## src/verilog/period_timer_pkg.sv

```systemverilog
package period_timer_pkg;

   // ----------------------------------------------------------------
   // Counter layout
   // ----------------------------------------------------------------
   localparam int              COUNT_WIDTH = 8;
   localparam logic [7:0]      COUNT_RESET = 8'hff;
   localparam logic [7:0]      COUNT_START = 8'h00;
   localparam logic [7:0]      COUNT_STEP  = 8'h01;
   localparam logic [7:0]      COUNT_MAX   = 8'hff;

   // ----------------------------------------------------------------
   // Timing
   // ----------------------------------------------------------------
   localparam int              CLK_PERIOD_NS    = 25;
   localparam int              TICK_PERIOD_NS   = 1000;
   localparam int              TICK_CYCLES      = TICK_PERIOD_NS / CLK_PERIOD_NS;
   localparam int              TICK_HALF_CYCLES = (TICK_CYCLES / 2 < 1) ? 1 : TICK_CYCLES / 2;
   localparam int              PHASE_WIDTH      = 16;
   localparam logic [15:0]     PHASE_LAST       = 16'(TICK_HALF_CYCLES - 1);
   localparam logic [15:0]     PHASE_STEP       = 16'h0001;

   // ----------------------------------------------------------------
   // Control flip-flop states
   // ----------------------------------------------------------------
   typedef enum logic [2:0]
   {
      ST_IDLE  = 3'b001,
      ST_ARMED = 3'b010,
      ST_RUN   = 3'b100
   } ctrl_state_t;

endpackage

```

## src/verilog/programmable_period_timer.sv

```systemverilog
`timescale 1ns/1ps

module programmable_period_timer
   import period_timer_pkg::*;
(
   // Clock, reset and enable
   input  wire logic                   core_clk,
   input  wire logic                   rst,
   input  wire logic                   clk_en,
   // Control inputs
   input  wire logic                   trigger,
   input  wire logic                   reset_req,
   // Tick line pin (open collector)
   input  wire logic                   tick_line_in,
   output logic                        tick_line_out,
   output logic                        tick_line_oe,
   // Binary count output pins (open collector)
   output logic [COUNT_WIDTH-1:0]      count_outputs_out,
   output logic [COUNT_WIDTH-1:0]      count_outputs_oe,
   // Status
   output logic [COUNT_WIDTH-1:0]      count_value,
   output logic                        running
);

   // ----------------------------------------------------------------
   // Helpers
   // ----------------------------------------------------------------
   function automatic logic falling(input logic prev, input logic cur);
      falling = prev & ~cur;
   endfunction

   // ----------------------------------------------------------------
   // State
   // ----------------------------------------------------------------
   ctrl_state_t              state;
   ctrl_state_t              next_state;
   logic [COUNT_WIDTH-1:0]   count;
   logic [COUNT_WIDTH-1:0]   next_count;
   logic                     tick_prev;
   logic                     source_low;

   // ----------------------------------------------------------------
   // Decoding
   // ----------------------------------------------------------------
   wire                      tick_fall  = falling(tick_prev, tick_line_in);
   wire                      reset_take = reset_req & ~trigger;
   wire                      is_idle    = (state == ST_IDLE);
   wire                      is_armed   = (state == ST_ARMED);
   wire                      is_run     = (state == ST_RUN);
   wire                      start_take = is_idle & trigger;
   wire                      first_tick = is_armed & tick_fall & ~reset_take;
   wire                      count_tick = is_run & tick_fall & ~reset_take;
   wire [COUNT_WIDTH-1:0]    count_inc  = count + COUNT_STEP;

   assign next_count = reset_take ? COUNT_RESET :
                       first_tick ? COUNT_START :
                       count_tick ? count_inc   :
                       count;

   always_comb
   begin
      next_state = state;
      unique case (state)
         ST_IDLE:
         begin
            if (start_take)
            begin
               next_state = ST_ARMED;
            end
         end
         ST_ARMED:
         begin
            if (reset_take)
            begin
               next_state = ST_IDLE;
            end
            else if (tick_fall)
            begin
               next_state = ST_RUN;
            end
         end
         ST_RUN:
         begin
            if (reset_take)
            begin
               next_state = ST_IDLE;
            end
         end
         default:
         begin
            next_state = ST_IDLE;
         end
      endcase
   end

   // ----------------------------------------------------------------
   // Registers
   // ----------------------------------------------------------------
   always_ff @(posedge core_clk)
   begin
      if (rst)
      begin
         state     <= ST_IDLE;
         count     <= COUNT_RESET;
         tick_prev <= 1'b1;
      end
      else if (clk_en)
      begin
         state     <= next_state;
         count     <= next_count;
         tick_prev <= tick_line_in;
      end
   end

   // ----------------------------------------------------------------
   // Tick source
   // ----------------------------------------------------------------
   tick_source u_tick_source
   (
      .core_clk  (core_clk),
      .rst       (rst),
      .clk_en    (clk_en),
      .run       (running),
      .drive_low (source_low)
   );

   // ----------------------------------------------------------------
   // Pins
   // ----------------------------------------------------------------
   assign running           = ~is_idle;
   assign tick_line_out     = 1'b0;
   assign tick_line_oe      = source_low;
   assign count_outputs_out = '0;
   assign count_outputs_oe  = ~count;
   assign count_value       = count;

   // ----------------------------------------------------------------
   // Checks
   // ----------------------------------------------------------------
   idle_high_a : assert property (@(posedge core_clk) disable iff (rst)
      is_idle |-> (count == COUNT_RESET) && (count_outputs_oe == '0))
      else $error("outputs not high in reset state");

   idle_stopped_a : assert property (@(posedge core_clk) disable iff (rst)
      is_idle && $past(is_idle) && $past(clk_en) |-> !tick_line_oe)
      else $error("tick source running in reset state");

   start_arm_a : assert property (@(posedge core_clk) disable iff (rst)
      clk_en && is_idle && trigger |=> is_armed && running)
      else $error("trigger did not start the tick source");

   first_low_a : assert property (@(posedge core_clk) disable iff (rst)
      clk_en && is_armed && tick_fall && !reset_take |=> is_run && (count_outputs_oe == ~COUNT_START))
      else $error("first tick fall did not drive outputs low");

   trigger_ignored_a : assert property (@(posedge core_clk) disable iff (rst)
      clk_en && is_run && trigger && !tick_fall |=> is_run && (count == $past(count)))
      else $error("trigger disturbed a running count");

   reset_force_a : assert property (@(posedge core_clk) disable iff (rst)
      clk_en && reset_req && !trigger |=> is_idle && (count == COUNT_RESET))
      else $error("reset with trigger low not taken");

   reset_blocked_a : assert property (@(posedge core_clk) disable iff (rst)
      clk_en && !is_idle && reset_req && trigger |=> !is_idle)
      else $error("reset taken while trigger high");

   late_reset_a : assert property (@(posedge core_clk) disable iff (rst)
      clk_en && reset_req && $past(trigger) && !trigger |=> is_idle)
      else $error("held reset not taken at trigger fall");

   wired_and_a : assert property (@(posedge core_clk) disable iff (rst)
      (count_outputs_out == '0) && ((count_outputs_oe & count) == '0))
      else $error("output pin drives while its bit is high");

   count_step_a : assert property (@(posedge core_clk) disable iff (rst)
      clk_en && is_run && tick_fall && !reset_take |=> is_run && (count == $past(count) + COUNT_STEP))
      else $error("running count did not advance by one");

   inhibit_a : assert property (@(posedge core_clk) disable iff (rst)
      clk_en && !is_idle && !tick_line_in && !tick_prev && !reset_req |=> count == $past(count))
      else $error("count changed while tick line held low");

   only_fall_a : assert property (@(posedge core_clk) disable iff (rst)
      clk_en && is_run && !tick_fall && !reset_take |=> count == $past(count))
      else $error("count changed without a tick fall");

   wrap_a : assert property (@(posedge core_clk) disable iff (rst)
      clk_en && count_tick && (count == COUNT_MAX) |=> count == COUNT_START)
      else $error("count did not wrap to zero");

   span_a : assert property (@(posedge core_clk) disable iff (rst)
      clk_en && count_tick && (count != COUNT_MAX) |=> count > $past(count))
      else $error("count did not rise toward the maximum");

   armed_wait_a : assert property (@(posedge core_clk) disable iff (rst)
      clk_en && is_armed && !tick_fall && !reset_take |=> is_armed && (count == COUNT_RESET))
      else $error("armed state left without a tick fall");

   run_stay_a : assert property (@(posedge core_clk) disable iff (rst)
      clk_en && is_run && !reset_take |=> is_run)
      else $error("running count stopped without a reset");

   // ----------------------------------------------------------------
   // Scenarios
   // ----------------------------------------------------------------
   start_c       : cover property (@(posedge core_clk) disable iff (rst)
      is_idle ##1 is_armed ##[1:100] is_run);

   reach_max_c   : cover property (@(posedge core_clk) disable iff (rst)
      is_run && (count == COUNT_MAX));

   run_reset_c   : cover property (@(posedge core_clk) disable iff (rst)
      is_run ##1 is_idle);

   wrap_c        : cover property (@(posedge core_clk) disable iff (rst)
      is_run && (count == COUNT_MAX) ##[1:50] is_run && (count == COUNT_START));

   blocked_rst_c : cover property (@(posedge core_clk) disable iff (rst)
      is_run && reset_req && trigger ##1 is_run && reset_req && !trigger ##1 is_idle);

endmodule

```

## src/verilog/tick_source.sv

```systemverilog
`timescale 1ns/1ps

module tick_source
   import period_timer_pkg::*;
(
   // Clock, reset and enable
   input  wire logic core_clk,
   input  wire logic rst,
   input  wire logic clk_en,
   // Control
   input  wire logic run,
   // Open-collector pull-down of the tick line
   output logic      drive_low
);

   logic [PHASE_WIDTH-1:0] phase;
   logic                   low;

   wire                    phase_end  = (phase == PHASE_LAST);
   wire [PHASE_WIDTH-1:0]  next_phase = phase_end ? '0 : phase + PHASE_STEP;

   // ----------------------------------------------------------------
   // Half-period divider; the line starts released so the first edge is a fall.
   // ----------------------------------------------------------------
   always_ff @(posedge core_clk)
   begin
      if (rst)
      begin
         phase <= '0;
         low   <= 1'b0;
      end
      else if (clk_en)
      begin
         if (!run)
         begin
            phase <= '0;
            low   <= 1'b0;
         end
         else
         begin
            phase <= next_phase;
            if (phase_end)
            begin
               low <= ~low;
            end
         end
      end
   end

   assign drive_low = low;

   // ----------------------------------------------------------------
   // Checks
   // ----------------------------------------------------------------
   stop_release_a : assert property (@(posedge core_clk) disable iff (rst)
      clk_en && !run |=> !drive_low)
      else $error("tick line still pulled low after stop");

   half_period_a : assert property (@(posedge core_clk) disable iff (rst)
      clk_en && run && !phase_end |=> drive_low == $past(drive_low))
      else $error("tick line changed before half period");

endmodule
```

## config.mk

```make
export PLATFORM = sky130hd
export DESIGN_NAME = programmable_period_timer
export DESIGN_NICKNAME = d
export VERILOG_FILES = /design/src/verilog/period_timer_pkg.sv /design/src/verilog/programmable_period_timer.sv /design/src/verilog/tick_source.sv
export SDC_FILE = /design/constraint.sdc
export NUM_CORES = 1
export LEC_CHECK = 0
export ABC_CLOCK_PERIOD_IN_PS = 2200
export BUFFER_PORTS_ARGS = -buffer_cell sky130_fd_sc_hd__buf_2
export CAP_MARGIN = 15
export CORE_MARGIN = 5
export CORE_UTILIZATION = 57
export CTS_BUF_LIST = sky130_fd_sc_hd__clkbuf_4 sky130_fd_sc_hd__clkbuf_8
export DETAILED_ROUTE_END_ITERATION = 7
export PLACE_DENSITY = 0.82
export SETUP_SLACK_MARGIN = 0.4
export SLEW_MARGIN = 20
export SYNTH_ARGS = -nofsm -noshare
export SYNTH_HDL_FRONTEND = slang
export SYNTH_SLANG_ARGS = --single-unit
```

## constraint.sdc

```tcl
create_clock -name core_clk -period 2.2 [get_ports core_clk]
set_input_delay 0.11 -clock core_clk [delete_from_list [all_inputs] [get_ports core_clk]]
set_output_delay 0.11 -clock core_clk [all_outputs]
set_load 0.03 [all_outputs]
```

==> reports/metrics.csv, run 1 <==
stage,metric,value,unit
die,fp-row-count,19,
timing,worst_pin_slew,0.570,ns
drt,routed_via_density,6.23,
die,io_pins,33,
cts,htreeDepth,2,
logic_synthesis,synth.top_cell.area_share,0.342,
timing,slew_viol_final,0,
logic_synthesis,syn_inst,200,
timing,setup_violations,0,
critical_path,critPathRequiredTime,2.40,ns
global_routing,use_met3,0.0639,
cells_and_area,fin_nets,229,
timing,max_freq,576,MHz
logic_synthesis,synth.distinct_cells,49,
timing,finalCritPeriodShare,0.790,
critical_path,crit_path_max_fanout,6,
logic_synthesis,synth_area_leaders,"dfxtp_1, a221o_1, buf_4",
timing,hold_ws,0.0489,ns
power,p_per_area,588,mW/mm^2
placement,port_buffers,23,
hold_path,hp-class,input pin to register,
cts,worstSkewPairLatency,0.32,ns
run_status,status,finished clean,
global_routing,met2_usage,0.329,
die,die_x,64.6,um
cts,clkSlewWorstSetupHoldPaths,0.09,ns
logic_synthesis,synth_top_area_cell,dfxtp_1,
cts,cts_made_buffers,5,
placement,gp_congestion,0.855,
timing,fin_skew,0.0111,ns
global_routing,met1_usage,0.227,
power,power.leakage,0.766,nW
timing,setup_tns,0,ns
hold_path,hold_end,tick_prev,
cts,ctsHoldBuffers,0,
global_routing,grt_max_degree,33,
cells_and_area,n_antenna_cell,0,
cts,cts-root-buf,clkbuf_4,
critical_path,r2r_end,count_value[6],
cells_and_area,drive_gt1_frac,0.239,
timing,rsz0062_at_grt,true,
drt,drt_iter0_markers,111,
logic_synthesis,syn_avg_cell_area,8.50,sq um
logic_synthesis,synth_commonest_cells,"dfxtp_1, inv_1, nor3_1",
logic_synthesis,synth_edf_count,0,
critical_path,r2r_slack,0.46,ns
critical_path,cp_data_arrival_time,1.94,ns
logic_synthesis,synth_area,0.00170,sq mm
timing,max_slew_margin,0.620,
drt,vias,1575,
drt,drc,0,
flow_run,drv_cap,0,
critical_path,timing.rr.start,state[0],
logic_synthesis,synth_most_common_cell,dfxtp_1,
cts,clk_path_buf_depth,2,
drt,wl,4.02,mm
global_routing,antenna_found_initial,0,
global_routing,grt_pass1_vias,1404,
critical_path,critPathKind,register to register,
logic_synthesis,synth-seq-area-share,0.342,
die,die_area,0.00417,sq mm
drt,ant_nets,0,
die,die_h,64.6,um
global_routing,grt_pass1_wl,6.37,mm
logic_synthesis,ys_warn_count,0,
logic_synthesis,synthFlopType,dfxtp_1,
cts,cts_sinks,29,
drt,detail_route.first_pass.iterations,4,
cts,cts_tree,built,
critical_path,r2r_cells,4,
hold_path,hold_path.startpoint,tick_line_in,
die,coreArea,0.00281,sq mm
timing,period_minus_slack,1.74,ns
die,initial_utilization,0.606,
drt,wire_per_inst,15.9,um
global_routing,grt_usage,0.196,
timing,hold_viol,0,
global_routing,top_usage_layer,met2,
global_routing,overflow,0,
logic_synthesis,synthArstFlopShare,0,
critical_path,cp-start-kind,register,
cells_and_area,final_core_util,0.672,
hold_path,hold_path_depth,2,
critical_path,crit_path_end_kind,register,
logic_synthesis,synth-seq-cells,29,
placement,dp_hpwl,2.71,mm
cells_and_area,area_delta_synth_final,10.9,%
power,peakVddDrop,0.311,mV
power breakdown:
group | internal [mW] | switching [mW]
Sequential | 0.539 | 0.0197
Clock | 0.164 | 0.176
Combinational | 0.0650 | 0.145
Total | 0.768 | 0.340
how the worst max path moves through the flow:
stage / slack, ns / endpoint / start / depth (start not counted)
after CTS: 0.41 / u_tick_source.drive_low / u_tick_source.phase[0] / 5
after detailed placement: 0.32 / u_tick_source.drive_low / u_tick_source.phase[0] / 5
after global placement: 0.42 / u_tick_source.drive_low / u_tick_source.phase[0] / 5
after floorplan: 0.48 / u_tick_source.drive_low / u_tick_source.phase[0] / 5
final: 0.46 / count_value[6] / state[0] / 4
after global routing: 0.37 / running / state[0] / 3
what timing repair did:
action | CTS | global route
gates resized for setup | 1 | 8
buffers inserted | 1 | 1
pin swaps | 1 | 2
setup endpoints to repair | 12 | 22
critical path: stages, from the launching register on:
cell,delay (ns)
dfxtp_1,0.37
or3b_4,0.46
nor3b_4,0.32
o31ai_1,0.12
a221o_1,0.36
cells by family (layout without fill, tap and decap cells):
family | Yosys count | in the layout | share of synthesized area
fa+ha+maj | 2 | 2 | 0.0147
simple gates | 77 | 77 | 0.281
mux | 1 | 1 | 0.00663
flops | 29 | 29 | 0.342
other cells | 1 | 9 | 0.00221
buf+inv | 36 | 50 | 0.105
compound gates | 45 | 45 | 0.203
xor+xnor | 9 | 9 | 0.0464
sequential cells by signal, indices dropped and copies added (netlist names):
| register | cells |
|---|---|
| count_value | 8 |
| state | 3 |
| u_tick_source.phase | 16 |
| u_tick_source.drive_low | 1 |
| tick_prev | 1 |
through the flow:
| step | power (mW) | cells | instance area, sq um | setup WS (ns) |
|---|---|---|---|---|
| 3_3_place_gp | 0.769 | 243 | 1770 | 0.417 |
| 5_1_grt | 1.18 | 253 | 1880 | 0.372 |
| 4_1_cts | 1.11 | 252 | 1850 | 0.409 |
| 3_5_place_dp | 0.775 | 243 | 1770 | 0.324 |
| 2_1_floorplan | 0.737 | 208 | 1730 | 0.476 |
| 6_report | 1.11 | 253 | 1880 | 0.463 |
per-layer routing:
metal  vias up  part of all wire
met4         0             0.015
met5         -                 0
met2        49              0.50
met1       749              0.43
li1        769                 -
met3         8             0.052
cell usage in the layout (no fill, tap or decap), types with 2 or more instances in the layout:
cell	Yosys	routed
dfxtp_1	29	25
buf_2	4	23
inv_1	16	16
nor3_1	13	12
nand2_1	10	10
conb_1	1	9
a221o_1	8	8
a21oi_1	8	8
clkbuf_4	0	8
nor2_1	7	7
xnor2_1	7	7
nor4_1	7	7
nand4_1	7	7
nand3_1	6	6
o211ai_1	6	6
nor2b_1	4	4
o21ai_0	4	4
o41ai_1	4	4
and3_1	4	4
dfxtp_2	0	4
a211oi_1	3	3
buf_4	10	3
nand2b_1	2	2
o32ai_1	2	2
or3_1	2	2
o31ai_1	2	2
nand4b_1	2	2
xor2_1	2	2
a21o_1	2	2
cell type report:
class / instances / area, sq um
sequential: 29 / 586
fill: 235 / 921
timing repair buffer: 26 / 138
tap: 31 / 38.8
clock buffer: 8 / 60.1
inverter: 16 / 60.1
multi-input combinational: 143 / 1000
No activity file was read; power rests on OpenSTA's default activity.
==> run 2: changes to the inputs <==
--- a/config.mk
+++ b/config.mk
@@ -5,7 +5,7 @@
 export SDC_FILE = /design/constraint.sdc
 export NUM_CORES = 1
 export LEC_CHECK = 0
-export ABC_CLOCK_PERIOD_IN_PS = 2200
+export ABC_CLOCK_PERIOD_IN_PS = 1700
 export BUFFER_PORTS_ARGS = -buffer_cell sky130_fd_sc_hd__buf_2
 export CAP_MARGIN = 15
 export CORE_MARGIN = 5
==> constraint.sdc (replaced) <==
create_clock -name core_clk -period 1.7 [get_ports core_clk]
set_input_delay 0.085 -clock core_clk [delete_from_list [all_inputs] [get_ports core_clk]]
set_output_delay 0.085 -clock core_clk [all_outputs]
set_load 0.03 [all_outputs]
==> run 2 against run 1 <==
Total power up 50%. Final cell count up 4.0%. First-iteration DRC count up 56%. Final area up 9.6%. Sequential power up 29%. Non-clock buffer count up 10. Routed wire length up 7.7%. The run now ends with hold timing left. Worst hold slack worse by 0.056 ns. Largest power group unchanged.
==> reports/metrics.csv, run 2 (same netlist as run 1, synthesis figures left out) <==
stage,metric,value,unit,change
drt,detail_route.first_pass.iterations,4,,unchanged
drt,wl,4.33,mm,+7.7%
placement,placed_area,0.00188,sq mm,+5.9%
timing,hold_viol,1,,+1
cts,clkSlewWorstSetupHoldPaths,0.10,ns,about the same
cells_and_area,drive_gt1_frac,0.349,,+0.110
global_routing,antenna_found_initial,0,,unchanged
cts,ctsHoldBuffers,0,,unchanged
cts,cts-root-buf,clkbuf_4,,
critical_path,crit_path_max_fanout,6,,unchanged
cells_and_area,fillCellCount,214,,-8.9%
critical_path,timing.rr.start,state[0],,
drt,vias,1687,,+7.1%
cts,cts_tree,built,,
cts,cts_made_buffers,5,,unchanged
timing,worst_pin_slew,0.508,ns,-0.0629 ns
die,die_h,64.6,um,unchanged
cells_and_area,area_delta_synth_final,21.5,%,
placement,place_ws,0.0656,ns,-0.259 ns
cts,cts_sinks,29,,unchanged
global_routing,grt_max_degree,21,,-36%
timing,rsz0062_at_grt,true,,
critical_path,r2r_cells,4,,unchanged
cts,worstSkewPairLatency,0.34,ns,+0.02 ns
cells_and_area,stdcell_count,263,,+4.0%
drt,wire_per_inst,16.5,um,+3.6%
placement,dp_hpwl,2.93,mm,+7.9%
critical_path,crit_path_end_kind,register,,
power,peakVddDrop,0.482,mV,+55%
drt,routed_via_density,6.41,,+3.0%
hold_path,hold_path.startpoint,tick_line_in,,
cells_and_area,fin_nets,239,,+4.4%
critical_path,cp_data_arrival_time,1.87,ns,-0.07 ns
global_routing,grt_usage,0.221,,+0.0248
critical_path,cp-start-kind,register,,
power,total_power,1.67,mW,+50%
cells_and_area,n_antenna_cell,0,,unchanged
critical_path,r2r_end,count_value[5],,
placement,placedCellCount,250,,+2.9%
hold_path,hp-class,input pin to register,,
hold_path,hold_path_depth,2,,unchanged
power,p_per_area,807,mW/mm^2,+37%
cells_and_area,final_common_cell,buf_2,,
timing,slew_viol_final,0,,unchanged
timing,finalCritPeriodShare,0.961,,+0.172
die,die_area,0.00417,sq mm,unchanged
cts,htreeDepth,2,,unchanged
timing,period_minus_slack,1.63,ns,-0.103 ns
hold_path,hold_end,tick_prev,,
placement,port_buffers,23,,unchanged
run_status,violations,hold timing,,
die,initial_utilization,0.606,,unchanged
drt,ant_nets,0,,unchanged
timing,max_slew_margin,0.661,,+0.0412
timing,hold_ws,-0.00662,ns,-0.0556 ns
run_status,status,"finished, violations left",,
critical_path,r2r_slack,0.07,ns,-0.40 ns
timing,worst_slack,0.0656,ns,-0.397 ns
drt,drt_iter0_markers,173,,+56%
cts,clk_path_buf_depth,2,,unchanged
critical_path,critPathKind,register to register,,
cells_and_area,final_area,0.00206,sq mm,+9.6%
timing,setup_violations,0,,unchanged
timing,fin_skew,0.00833,ns,-0.00276 ns
placement,gp_congestion,0.823,,-3.6%
critical_path,critPathRequiredTime,1.94,ns,-0.46 ns
timing,max_freq,612,MHz,+6.3%
die,die_x,64.6,um,unchanged
power,power.leakage,0.839,nW,+9.5%
global_routing,overflow,0,,unchanged
die,coreArea,0.00281,sq mm,unchanged
flow_run,drv_cap,0,,unchanged
drt,drc,0,,unchanged
cells_and_area,regMostFlops,u_tick_source.phase,,
die,io_pins,33,,unchanged
global_routing,grt_pass1_vias,1539,,+9.6%
die,fp-row-count,19,,unchanged
cells_and_area,layout_common_cells,"buf_2, inv_1, dfxtp_1",,
cells_and_area,largest_register_ffs,16,,unchanged
global_routing,grt_pass1_wl,7.31,mm,+15%
[run 2: cell types whose count changed in the layout (fill, tap and decap cells not counted), sizes merged]
cell | previous run | this run
buf | 26 | 36
clkbuf | 8 | 7
bufinv | 0 | 1
[run 2: area by class of cell]
type / instances / area [sq um] / share of cell area
sequential: 29 / 609 / 0.295
clock inverter: 1 / 30.0 / 0.0145
timing repair buffer: 36 / 223 / 0.108
clock buffer: 7 / 58.8 / 0.0285
multi-input combinational: 143 / 1040 / 0.506
inverter: 16 / 60.1 / 0.0291
tap: 31 / 38.8 / 0.0188
[run 2: layer usage]
metal  part of all wire  vias up  routed length, um  GRT usage
met5                  0        -                  0          0
met4              0.025        0                108      0.111
met3              0.063       12                271     0.0432
met2               0.49       71               2100      0.362
met1               0.43      814               1850      0.276
li1                   -      790                  -          -
[run 2: report_power, final]
part	switching [mW]	internal, mW	total, mW	leakage, nW
Sequential	0.0258	0.694	0.720	0.240
Combinational	0.203	0.110	0.313	0.550
Clock	0.266	0.367	0.633	0.0489
Total	0.495	1.17	1.67	0.839
[run 2: stage by stage]
| stage | utilization | setup TNS, ns | hold slack [ns] |
|---|---|---|---|
| floorplan | - | 0 | 0.207 |
| global placement | 0.669 | 0 | 0.340 |
| detailed placement | 0.669 | 0 | 0.348 |
| CTS | 0.729 | 0 | 0.00115 |
| global route | 0.736 | -0.0853 | 0.0121 |
| finish | 0.736 | 0 | -0.00662 |
[run 2: critical path, cell delays in order, from the launching register on]
cell and delay (ns):
dfxtp_4 0.36, or3b_4 0.41, nor3b_4 0.29, o41ai_1 0.14
a221o_1 0.33
[run 2: repair_timing]
item,CTS,global route
setup buffers,4,1
pin swaps,10,4
setup endpoints to repair,27,28
resized for setup,15,5
[run 2: worst max-delay path by stage]
stage | cells past startpoint | slack [ns] | end | startpoint
final | 4 | 0.07 | count_value[5] | state[0]
after global routing | 4 | -0.07 | u_tick_source.phase[14] | u_tick_source.phase[9]
after global placement | 4 | 0.12 | count_value[7] | state[0]
after floorplan | 5 | 0.15 | u_tick_source.drive_low | u_tick_source.phase[1]
after CTS | 4 | 0.08 | count_value[5] | state[0]
after detailed placement | 4 | 0.07 | count_value[5] | state[0]
